==> config.mk <==
export PLATFORM = sky130hd
export DESIGN_NAME = abm_regs
export DESIGN_NICKNAME = d
export VERILOG_FILES = /design/src/pkg/abm_pkg.sv /design/src/verilog/abm_regs.sv /design/src/verilog/abm_sync.sv /design/src/verilog/abm_vlut.sv
export SDC_FILE = /design/constraint.sdc
export NUM_CORES = 1
export LEC_CHECK = 0
export BUFFER_PORTS_ARGS = -buffer_cell sky130_fd_sc_hd__buf_4
export CORE_UTILIZATION = 40
export CTS_CLUSTER_SIZE = 10
export DETAILED_ROUTE_END_ITERATION = 10
export HOLD_SLACK_MARGIN = 0.06
export PLACE_DENSITY = 0.64
export SKIP_LAST_GASP = 1
export SYNTH_ARGS = -nofsm -noshare
export SYNTH_HDL_FRONTEND = slang
export SYNTH_SLANG_ARGS = --single-unit
==> constraint.sdc <==
create_clock -name sys_clk_i -period 3.1 [get_ports sys_clk_i]
set_input_delay 0.31 -clock sys_clk_i [delete_from_list [all_inputs] [get_ports sys_clk_i]]
set_output_delay 0.31 -clock sys_clk_i [all_outputs]
set_load 0.05 [all_outputs]
==> src/pkg/abm_pkg.sv <==
// abm_pkg: offsets, field positions, reset values and widths for the aux pin
// and manual bias register bank; shared by all abm design files
`default_nettype none

package abm_pkg;

  // pages as selected by the serial front end
  localparam logic [7:0] PAGE_CFG = 8'h02;
  localparam logic [7:0] PAGE_VLUT = 8'h06;

  // register offsets
  localparam logic [7:0] OFF_OUT_STATE = 8'h78;
  localparam logic [7:0] OFF_POWERUP_CTL = 8'hC0;
  localparam logic [7:0] OFF_AUX_CODE = 8'hC4;
  localparam logic [7:0] OFF_VTABLE_SEL = 8'hC7;
  localparam logic [7:0] OFF_NOMEM_FIRST = 8'hC8;
  localparam logic [7:0] OFF_NOMEM_LAST = 8'hF7;
  localparam logic [7:0] OFF_MAN_HIGH = 8'hF8;
  localparam logic [7:0] OFF_MAN_LOW = 8'hF9;
  localparam logic [7:0] OFF_MAN_STROBE = 8'hFA;
  localparam logic [7:0] OFF_LIVE_HIGH = 8'hFB;
  localparam logic [7:0] OFF_LIVE_LOW = 8'hFC;
  localparam logic [7:0] OFF_VLUT_FIRST = 8'h80;
  localparam logic [7:0] OFF_VLUT_LAST = 8'h9F;

  // field positions
  localparam int POS_PASS_INVERT = 5;
  localparam int POS_PIN0_SOURCE = 4;
  localparam int POS_TABLE_SPLIT = 1;
  localparam int POS_TABLE_HALF = 0;
  localparam int POS_STROBE = 0;

  // reset values
  localparam logic [7:0] RST_BYTE = 8'h00;
  localparam logic [3:0] RST_OUT_STATE = 4'h0;
  localparam logic [13:0] RST_BIAS_CODE = 14'h0000;

  // widths and limits
  localparam int BIAS_W = 14;
  localparam int VLUT_DEPTH = 32;
  localparam int VLUT_IDX_W = 5;
  localparam logic [7:0] MAX_LIMIT_MANUAL = 8'hFF;
  localparam logic [5:0] CLAMP_LOW_FILL = 6'h3F;

endpackage : abm_pkg

`default_nettype wire

==> src/verilog/abm_regs.sv <==
// abm_regs: aux pin, aux analog code, voltage table select and manual bias bank
// assumes a serial front end on sys_clk_i presents one-cycle byte accesses
// What this block does
// - pin-0 source select picks out-state bit 0 or buffered loss-of-signal input.
// - invert bit flips the passed-through input; ignored when passthrough is off.
// - at power-on the four stored power-up bits load the four out-state bits.
// - aux analog code register at C4h sets the first aux analog output.
// - split bit chooses one 32-byte table or two 16-byte tables.
// - with split tables, half bit picks 80h-8Fh or 90h-9Fh.
// - bits 7 down to 2 of the table control register stay zero.
// - manual bias bytes F8h/F9h accept writes only while automatic bias is off.
// - in manual mode, setting strobe bit 0 moves the staged code to the DAC.
// - FBh/FCh read the live bias code, top two bits zero, writes ignored.
// - C8h-F7h and reserved C1h-C3h, C5h-C6h have no storage or function.
// - reads and writes of this page need level-two password access.
// - monitor-4 reading indexes the table; result held until next conversion.
// - maximum-bias limit FFh leaves automatic control unclamped; 00h-FEh clamp automatic control.
`default_nettype none

module abm_regs
  import abm_pkg::*;
(
  input wire logic sys_clk_i,
  input wire logic reset_i,
  input wire logic [7:0] bus_page_i,
  input wire logic [7:0] bus_addr_i,
  input wire logic bus_wr_i,
  input wire logic bus_rd_i,
  input wire logic [7:0] bus_wdata_i,
  output logic [7:0] bus_rdata_o,
  input wire logic level_two_password_i,
  input wire logic [7:0] nv_powerup_ctl_i,
  input wire logic loss_of_signal_input_i,
  input wire logic bias_auto_enable_i,
  input wire logic [BIAS_W-1:0] auto_bias_code_i,
  input wire logic [7:0] max_bias_limit_i,
  input wire logic monitor_four_done_i,
  input wire logic [VLUT_IDX_W-1:0] monitor_input_four_index_i,
  output logic general_out_pin_0_o,
  output logic general_out_pin_1_o,
  output logic general_out_pin_2_o,
  output logic general_out_pin_3_o,
  output logic [7:0] aux_analog_out_one_o,
  output logic [7:0] voltage_indexed_output_o,
  output logic [BIAS_W-1:0] laser_bias_current_o
);

  logic [5:0] powerup_ctl;
  logic [3:0] out_state;
  logic [7:0] aux_code;
  logic [1:0] vtable_sel;
  logic [7:0] man_high;
  logic [7:0] man_low;
  logic man_strobe;
  logic man_strobe_seen;
  logic power_on_load;
  logic los_sync;
  logic [7:0] next_rdata;
  logic [BIAS_W-1:0] next_bias;
  logic [7:0] vlut_rd_data;

  // decode
  wire cfg_page = (bus_page_i == PAGE_CFG) && bus_addr_i[7];
  wire vlut_page = (bus_page_i == PAGE_VLUT) && (bus_addr_i >= OFF_VLUT_FIRST)
    && (bus_addr_i <= OFF_VLUT_LAST);
  wire lower_mem = !bus_addr_i[7];
  wire granted = level_two_password_i;
  wire cfg_wr = bus_wr_i && cfg_page && granted;
  wire wr_powerup = cfg_wr && (bus_addr_i == OFF_POWERUP_CTL);
  wire wr_aux = cfg_wr && (bus_addr_i == OFF_AUX_CODE);
  wire wr_vsel = cfg_wr && (bus_addr_i == OFF_VTABLE_SEL);
  wire manual_mode = !bias_auto_enable_i;
  wire wr_man_high = cfg_wr && (bus_addr_i == OFF_MAN_HIGH) && manual_mode;
  wire wr_man_low = cfg_wr && (bus_addr_i == OFF_MAN_LOW) && manual_mode;
  wire wr_strobe = cfg_wr && (bus_addr_i == OFF_MAN_STROBE) && manual_mode;
  wire wr_out_state = bus_wr_i && lower_mem && (bus_addr_i == OFF_OUT_STATE);
  wire wr_vlut = bus_wr_i && vlut_page && granted;
  wire [BIAS_W-1:0] staged_code = {man_high[BIAS_W-9:0], man_low};
  // a strobe held at 1 must not keep reloading, so only the rising edge counts
  wire strobe_rise = man_strobe && !man_strobe_seen;
  wire limit_is_manual = (max_bias_limit_i == MAX_LIMIT_MANUAL);
  wire auto_over = auto_bias_code_i[BIAS_W-1:BIAS_W-8] > max_bias_limit_i;
  wire [BIAS_W-1:0] clamped_auto = {max_bias_limit_i, CLAMP_LOW_FILL};
  wire pass_sel = powerup_ctl[POS_PIN0_SOURCE];
  wire pass_inv = powerup_ctl[POS_PASS_INVERT];
  wire next_pin0 = pass_sel ? (los_sync ^ pass_inv) : out_state[0];

  abm_sync #(
    .WIDTH(1)
  ) u_los_sync (
    .sys_clk_i(sys_clk_i),
    .reset_i(reset_i),
    .async_i(loss_of_signal_input_i),
    .sync_o(los_sync)
  );

  abm_vlut #(
    .DEPTH(VLUT_DEPTH),
    .IDX_W(VLUT_IDX_W)
  ) u_vlut (
    .sys_clk_i(sys_clk_i),
    .reset_i(reset_i),
    .wr_en_i(wr_vlut),
    .wr_idx_i(bus_addr_i[VLUT_IDX_W-1:0]),
    .wr_data_i(bus_wdata_i),
    .rd_idx_i(bus_addr_i[VLUT_IDX_W-1:0]),
    .rd_data_o(vlut_rd_data),
    .conv_done_i(monitor_four_done_i),
    .conv_index_i(monitor_input_four_index_i),
    .split_i(vtable_sel[POS_TABLE_SPLIT]),
    .half_i(vtable_sel[POS_TABLE_HALF]),
    .held_o(voltage_indexed_output_o)
  );

  // bias DAC source
  always_comb
  begin
    next_bias = laser_bias_current_o;
    if (!manual_mode && !limit_is_manual)
    begin
      next_bias = auto_over ? clamped_auto : auto_bias_code_i;
    end
    else if (!manual_mode)
    begin
      next_bias = auto_bias_code_i;
    end
    else if (strobe_rise)
    begin
      next_bias = staged_code;
    end
  end

  // read mux; anything unmapped, or in the config or table page while not granted, reads zero
  always_comb
  begin
    next_rdata = RST_BYTE;
    if (cfg_page && granted)
    begin
      unique case (bus_addr_i)
        OFF_POWERUP_CTL: next_rdata = {2'b00, powerup_ctl};
        OFF_AUX_CODE: next_rdata = aux_code;
        OFF_VTABLE_SEL: next_rdata = {6'b000000, vtable_sel};
        OFF_MAN_HIGH: next_rdata = man_high;
        OFF_MAN_LOW: next_rdata = man_low;
        OFF_MAN_STROBE: next_rdata = {7'b0000000, man_strobe};
        OFF_LIVE_HIGH: next_rdata = {2'b00, laser_bias_current_o[BIAS_W-1:8]};
        OFF_LIVE_LOW: next_rdata = laser_bias_current_o[7:0];
        default: next_rdata = RST_BYTE;
      endcase
    end
    else if (vlut_page && granted)
    begin
      next_rdata = vlut_rd_data;
    end
    else if (lower_mem && (bus_addr_i == OFF_OUT_STATE))
    begin
      next_rdata = {4'h0, out_state};
    end
  end

  always_ff @(posedge sys_clk_i)
  begin
    if (reset_i)
    begin
      bus_rdata_o <= RST_BYTE;
    end
    else if (bus_rd_i)
    begin
      bus_rdata_o <= next_rdata;
    end
  end

  // restore the stored byte once, on the first edge after reset release
  always_ff @(posedge sys_clk_i)
  begin
    if (reset_i)
    begin
      power_on_load <= 1'b1;
    end
    else
    begin
      power_on_load <= 1'b0;
    end
  end

  always_ff @(posedge sys_clk_i)
  begin
    if (reset_i)
    begin
      powerup_ctl <= RST_BYTE[5:0];
    end
    else if (power_on_load)
    begin
      powerup_ctl <= nv_powerup_ctl_i[5:0];
    end
    else if (wr_powerup)
    begin
      powerup_ctl <= bus_wdata_i[5:0];
    end
  end

  always_ff @(posedge sys_clk_i)
  begin
    if (reset_i)
    begin
      out_state <= RST_OUT_STATE;
    end
    else if (power_on_load)
    begin
      out_state <= nv_powerup_ctl_i[3:0];
    end
    else if (wr_out_state)
    begin
      out_state <= bus_wdata_i[3:0];
    end
  end

  always_ff @(posedge sys_clk_i)
  begin
    if (reset_i)
    begin
      aux_code <= RST_BYTE;
      vtable_sel <= RST_BYTE[1:0];
    end
    else
    begin
      if (wr_aux)
      begin
        aux_code <= bus_wdata_i;
      end
      if (wr_vsel)
      begin
        vtable_sel <= bus_wdata_i[1:0];
      end
    end
  end

  // staging bytes; live bytes FBh/FCh have no write path at all
  always_ff @(posedge sys_clk_i)
  begin
    if (reset_i)
    begin
      man_high <= RST_BYTE;
      man_low <= RST_BYTE;
    end
    else
    begin
      if (wr_man_high)
      begin
        man_high <= {2'b00, bus_wdata_i[5:0]};
      end
      if (wr_man_low)
      begin
        man_low <= bus_wdata_i;
      end
    end
  end

  // host is expected to write code, strobe 1, strobe 0 as separate accesses
  always_ff @(posedge sys_clk_i)
  begin
    if (reset_i)
    begin
      man_strobe <= 1'b0;
      man_strobe_seen <= 1'b0;
    end
    else
    begin
      if (wr_strobe)
      begin
        man_strobe <= bus_wdata_i[POS_STROBE];
      end
      man_strobe_seen <= man_strobe;
    end
  end

  always_ff @(posedge sys_clk_i)
  begin
    if (reset_i)
    begin
      laser_bias_current_o <= RST_BIAS_CODE;
    end
    else
    begin
      laser_bias_current_o <= next_bias;
    end
  end

  always_ff @(posedge sys_clk_i)
  begin
    if (reset_i)
    begin
      general_out_pin_0_o <= 1'b0;
      general_out_pin_1_o <= 1'b0;
      general_out_pin_2_o <= 1'b0;
      general_out_pin_3_o <= 1'b0;
      aux_analog_out_one_o <= RST_BYTE;
    end
    else
    begin
      general_out_pin_0_o <= next_pin0;
      general_out_pin_1_o <= out_state[1];
      general_out_pin_2_o <= out_state[2];
      general_out_pin_3_o <= out_state[3];
      aux_analog_out_one_o <= aux_code;
    end
  end

endmodule : abm_regs

`default_nettype wire

==> src/verilog/abm_sync.sv <==
// abm_sync: two-flop synchroniser for a level from a pin
// assumes the level is slow against sys_clk_i; no pulse is guaranteed to pass
`default_nettype none

module abm_sync
  import abm_pkg::*;
#(
  parameter int WIDTH = 1
)
(
  input wire logic sys_clk_i,
  input wire logic reset_i,
  input wire logic [WIDTH-1:0] async_i,
  output logic [WIDTH-1:0] sync_o
);

  logic [WIDTH-1:0] meta;

  always_ff @(posedge sys_clk_i)
  begin
    if (reset_i)
    begin
      meta <= '0;
      sync_o <= '0;
    end
    else
    begin
      meta <= async_i;
      sync_o <= meta;
    end
  end

endmodule : abm_sync

`default_nettype wire

==> src/verilog/abm_vlut.sv <==
// abm_vlut: voltage-indexed lookup table and its held output value
// assumes conversion strobes and index come from logic on sys_clk_i
`default_nettype none

module abm_vlut
  import abm_pkg::*;
#(
  parameter int DEPTH = VLUT_DEPTH,
  parameter int IDX_W = VLUT_IDX_W
)
(
  input wire logic sys_clk_i,
  input wire logic reset_i,
  input wire logic wr_en_i,
  input wire logic [IDX_W-1:0] wr_idx_i,
  input wire logic [7:0] wr_data_i,
  input wire logic [IDX_W-1:0] rd_idx_i,
  output logic [7:0] rd_data_o,
  input wire logic conv_done_i,
  input wire logic [IDX_W-1:0] conv_index_i,
  input wire logic split_i,
  input wire logic half_i,
  output logic [7:0] held_o
);

  logic [7:0] table_mem [DEPTH];
  logic [IDX_W-1:0] lookup_idx;

  // split halves use the top index bits so each half spans the full input range
  assign lookup_idx = split_i ? {half_i, conv_index_i[IDX_W-1:1]} : conv_index_i;
  assign rd_data_o = table_mem[rd_idx_i];

  always_ff @(posedge sys_clk_i)
  begin
    if (wr_en_i)
    begin
      table_mem[wr_idx_i] <= wr_data_i;
    end
  end

  always_ff @(posedge sys_clk_i)
  begin
    if (reset_i)
    begin
      held_o <= RST_BYTE;
    end
    else if (conv_done_i)
    begin
      held_o <= table_mem[lookup_idx];
    end
  end

endmodule : abm_vlut

`default_nettype wire
==> impl_metrics.ini, run 1 <==
[pwr]
p_sw_share_pct = 25.05
switching_power_mw = 2.620
finalPower_mw = 10.46
seqPwrFrac_pct = 47.1
ir_worst_vdd_mv = 0.3722
leakage_nw = 7.421
power.internal_mw = 7.837
clkPwrFrac_pct = 41.5
p_comb_share_pct = 11.4
powerDensity_nw_per_um2 = 494.5

[worst_setup_path]
path_class = reg2reg
worstPathMaxFanout = 12
cp-end-kind = register
path_cells = buf_4 > mux2_2 > nand2_1 > a2111oi_0 > nand4_1 > and3_1
crit_path_start_kind = register
max_stage_delay_ps = 630
crit_arrival_ps = 2920
crit_required_ps = 3570
cpMaxStageDelayCell = dfxtp_1

[timing]
worst_slew_pin_slew_ps = 916.1
hold_ws_ps = 93.20
fmax_ghz = 0.4081
slew_headroom_pct = 38.46
fin_crit_ps = 2450
setup_violations = 0
hold_viol = 0
slew_viol_final = 0
setup_tns_ps = 0
clock_skew_ps = 20.45
fin_crit_sh_pct = 79.04
final.setup.worst_slack_ps = 649.7
rsz0062_at_grt = no

[placement]
dp_hpwl_um = 39630
place_ws_ps = 384.2
portBuffers = 106
place_congestion = 0.9435

[global_route]
grt_pass1_wl_um = 85200
grt_pass1_vias = 12900
grt.total_usage_pct = 25.03
gr-total-overflow = 0
antenna_found_initial = 0
grt_max_degree = 83

[cells_and_area]
diodes = 0
nNetsFinal = 1537
syn2layout_area_growth_pct = 16.78
final_common_cell = edfxtp_1
final_cell_mix = edfxtp_1 (256), buf_4 (197), mux4_2 (149), mux2i_1 (147), nor2_1 (142)
drive_gt1_share_pct = 28.02

[clocking]
tritoncts = built
cts-buffers-inserted = 40
path_clk_slew_ps = 50
cts_root_buf = clkbuf_16
clkSinkCount = 337
postCtsSetupBuffers = 0
cts_max_level = 2
post_cts_resized = 0
cts_buffer_depth = 3
clock_latency_ps = 580

[floorplanning]
coreArea_um2 = 44410
die_x_um = 214.8
pin_count = 109
num_rows = 77
floorplan.initialDensity_pct = 40.78
die_y_um = 214.8
die-area_um2 = 46130

[synthesis]
synth_edf_count = 256
ys_types = 65
ys_ff_latch = 337
async_flop_share_pct = 0
syn-num-nets = 1389
ys_warn_count = 0
synth.avg_cell_area_um2 = 13.78
ys.flop_type = edfxtp_1
netlist_instances = 1314
yosysSeqAreaShare_pct = 51.40
synthesis.area_um2 = 18110

[route]
route.final.wire_length_um = 57730
first_iter_violations = 1840
dr_total_vias = 13160
drc = 0
wl_per_cell_um = 27.75
drtAntennaViolNets = 0
vias_per_cell = 6.329
drt-pass1-iter-count = 8

[run]
drv_cap = 0

[min_path]
hp-class = in2reg

[run_status]
status = complete, no violations
-- metal layers --
metal	up-vias	global-route usage, %	wire (um)
li1	5581	-	-
met1	6718	33.76	23170
met2	742	40.16	27170
met3	123	4.586	5260
met4	0	9.595	2128
met5	-	0	0
-- timing repair --
action	CTS	global route
endpoints found under the hold margin	4	0
hold buffers	4	0
endpoints found under the setup margin	0	0
-- layout make-up --
cell class,count,area (um^2)
timing repair buffer,206,1610
sequential,337,9309
tap,592,740.7
clock buffer,64,1121
clock inverter,4,48.80
multi-input combinational,853,8228
inverter,24,90.09
fill,3904,23270
-- power groups by stage --
stage	clock (mW)	sequential (mW)	combinational, mW
after floorplan	0	5.10	0.636
after global placement	0	5.02	1.16
after detailed placement	0	5.02	1.17
after CTS	4.39	4.93	1.18
after global routing	4.59	4.93	1.25
final	4.34	4.93	1.19
-- stage by stage --
stage                     utilization [%]  cells  instance area (um^2)
after floorplan                         -   1314                 18110
after global placement              44.89   2008                 19940
after detailed placement            44.89   2008                 19940
after CTS                           47.62   2080                 21150
after global routing                47.62   2080                 21150
final                               47.62   2080                 21150
-- synthesized netlist by cell type, drive strengths merged, types with 14 or more instances --
master / number / area share (%)
a211oi: 27 / 1.1
a21oi: 25 / 0.69
a22oi: 32 / 1.3
and3: 19 / 0.66
buf: 61 / 1.9
clkbuf: 39 / 0.81
dfxtp: 81 / 9.0
edfxtp: 256 / 42
inv: 24 / 0.50
mux2i: 147 / 8.1
mux4: 150 / 19
nand2: 41 / 0.85
nand3: 15 / 0.41
nand4: 20 / 0.69
nor2: 143 / 3.0
nor2b: 37 / 1.3
o21ai: 19 / 0.53
o221ai: 14 / 0.68
o22ai: 24 / 0.83
-- worst paths after layout --
check,from,to,slack [ps],cells after the start
setup / recovery,vtable_sel[1]$_SDFFE_PP0P_,u_vlut.held_o[0]$_SDFFE_PP0P_,650,6
hold / removal,nv_powerup_ctl_i[3],powerup_ctl[3]$_SDFFE_PP0P_,90,4
setup reg to reg,vtable_sel[1]$_SDFFE_PP0P_,u_vlut.held_o[0]$_SDFFE_PP0P_,650,6
hold reg to reg,u_los_sync.meta$_SDFF_PP0_,u_los_sync.sync_o$_SDFF_PP0_,470,1
-- critical path: cells and delay by family (launching register included) --
kind | cells | cell delay, ps
flops | 1 | 630
buf+inv | 1 | 250
simple gates | 3 | 820
mux | 1 | 150
compound gates | 1 | 470
-- sequential cells by signal (all words and copies together) (netlist names), 6 cells and up --
name	flops
u_vlut.table_mem	256
laser_bias_current_o	14
aux_analog_out_one_o	8
aux_code	8
bus_rdata_o	8
man_low	8
u_vlut.held_o	8
man_high	6
powerup_ctl	6
-- cells by family (layout without fill, tap and decap cells) --
kind of cell	after synthesis	count (layout)	share of synthesized area, %
DFF	337	337	51.40
and+or+nand+nor	337	337	9.334
muxes	310	310	27.61
AOI/OAI and AO/OA	197	197	7.890
buffers and inverters	124	298	3.164
adders and majority gates	8	8	0.5527
xor gates and xnor gates	1	1	0.04837
No activity file was read; power rests on OpenSTA's default activity.
==> inputs of run 2 (changes only) <==
- clock period: 3.1 -> 2.3 ns (I/O delays scaled with it)
==> impl_metrics.ini, run 2 (synthesized netlist as in run 1, its figures left out) <==
[global_route]
grt.total_usage_pct = 25.50
gr-usage-met2_pct = 41.49
use_met3_pct = 6.638
grt_pass1_vias = 13810
antenna_found_initial = 3
grt_pass1_wl_um = 87030
gr-total-overflow = 0
met1_usage_pct = 32.50
busiest_layer = met2
grt_max_degree = 49

[worst_setup_path]
crit_arrival_ps = 2700
rr_endpoint = u_vlut.held_o[2]$_SDFFE_PP0P_
worstPathMaxFanout = 9
path_class = reg2reg
r2r_start = vtable_sel[1]$_SDFFE_PP0P_
crit_required_ps = 2760
cp-end-kind = register
crit_path_start_kind = register
r2r_slack_ps = 60
reg2reg_depth = 6

[timing]
setup_violations = 0
slew_viol_final = 0
fmax_ghz = 0.4469
worst_slew_pin_slew_ps = 695.4
clock_skew_ps = 18.71
fin_crit_ps = 2238
slew_headroom_pct = 53.64
fin_crit_sh_pct = 97.29
rsz0062_at_grt = no
hold_viol = 0

[placement]
dp_cells = 2104
portBuffers = 106
dp_hpwl_um = 42850
place_congestion = 0.9869
placed_area_um2 = 20820

[clocking]
cts-buffers-inserted = 41
path_clk_slew_ps = 60
clock_latency_ps = 560
cts_buffer_depth = 3
clkSinkCount = 337
cts_root_buf = clkbuf_16
tritoncts = built
postCtsSetupBuffers = 0
cts_max_level = 2

[min_path]
min_from = max_bias_limit_i[6]
worstHoldEndpoint = laser_bias_current_o[12]$_SDFFE_PP0P_
hold_depth = 4
hp-class = in2reg

[cells_and_area]
stdcell_area_um2 = 22260
register_area_um2 = 9309
syn2layout_area_growth_pct = 22.90
regMostFlops = u_vlut.table_mem
largest_register_ffs = 256
drive_gt1_share_pct = 32.19
final_cell_mix = buf_4 (280), edfxtp_1 (256), mux4_2 (149), mux2i_1 (147), nor2_1 (142)
postLayoutCoreUtil_pct = 50.11
reg.largest.list = u_vlut.table_mem: 256 flops, laser_bias_current_o: 14 flops
fillers = 3750
nNetsFinal = 1655
final_common_cell = buf_4
stdcell_count = 2195
diodes = 0
multi_input_area_um2 = 8233

[floorplanning]
num_rows = 77
die-area_um2 = 46130
coreArea_um2 = 44410
die_y_um = 214.8
die_x_um = 214.8
pin_count = 109
floorplan.initialDensity_pct = 40.78

[route]
wl_per_cell_um = 27.06
vias_per_cell = 6.154
route.final.wire_length_um = 59390
drc = 0
first_iter_violations = 1867
drtAntennaViolNets = 0
dr_total_vias = 13510
drt-pass1-iter-count = 6

[pwr]
ir_worst_vdd_mv = 0.4225
leakage_nw = 8.045
finalPower_mw = 14.27
powerDensity_nw_per_um2 = 641.3

[run]
drv_cap = 0

[run_status]
status = complete, no violations
==> run 2: how the worst max path moves through the flow <==
stage	from	end	slack [ps]	cells after the start
detailed placement	bus_page_i[3]	u_vlut.table_mem[3][1]$_DFFE_PP_	-220	9
CTS	u_vlut.table_mem[23][3]$_DFFE_PP_	bus_rdata_o[3]$_SDFFE_PP0P_	110	6
global placement	bus_page_i[3]	u_vlut.table_mem[2][1]$_DFFE_PP_	-250	9
floorplan	bus_page_i[3]	u_vlut.table_mem[17][0]$_DFFE_PP_	7	6
finish	vtable_sel[1]$_SDFFE_PP0P_	u_vlut.held_o[2]$_SDFFE_PP0P_	60	6
global route	u_vlut.table_mem[12][3]$_DFFE_PP_	bus_rdata_o[3]$_SDFFE_PP0P_	50	6
==> run 2: metal layers <==
metal / part of all wire, % / wire [um]
met1: 39 / 23220
met2: 47 / 28170
met3: 9.7 / 5775
met4: 3.7 / 2206
met5: 0.027 / 16
==> run 2: layout make-up <==
type,count,area share (%)
Sequential cell,337,41.82
Multi-Input combinational cell,853,36.99
Timing Repair Buffer,323,12.15
Clock buffer,60,5.166
Tap cell,592,3.328
Inverter,24,0.4047
Clock inverter,6,0.1405
==> run 2: timing repair <==
action / in CTS / in global routing
gates resized for setup: 0 / 1
hold endpoints to repair: 40 / 0
hold buffers: 25 / 0
endpoints found under the setup margin: 0 / 1
==> run 2: power breakdown <==
part           total (mW)  internal, mW  switching [mW]  leakage, nW
registers            6.64          6.59          0.0516         2.96
clock network        5.85          3.43            2.42        0.575
logic                1.78         0.774            1.01         4.51
total                14.3          10.8            3.48         8.04
==> run 2: critical path, stage by stage (launching register included) <==
cell and delay, ps:
dfxtp_1 550, mux2_2 220, nand2_1 220, nor4_1 510
buf_4 180, nand4_1 220, and3_1 220
==> run 2: metrics by stage <==
step,worst slack [ps],setup TNS (ps),hold slack [ps]
2_1_floorplan,6.732,0,257.7
3_3_place_gp,-250.3,-48390,430.0
3_5_place_dp,-216.2,-39480,454.5
4_1_cts,110.9,0,73.44
5_1_grt,51.88,0,108.4
6_report,62.25,0,99.55
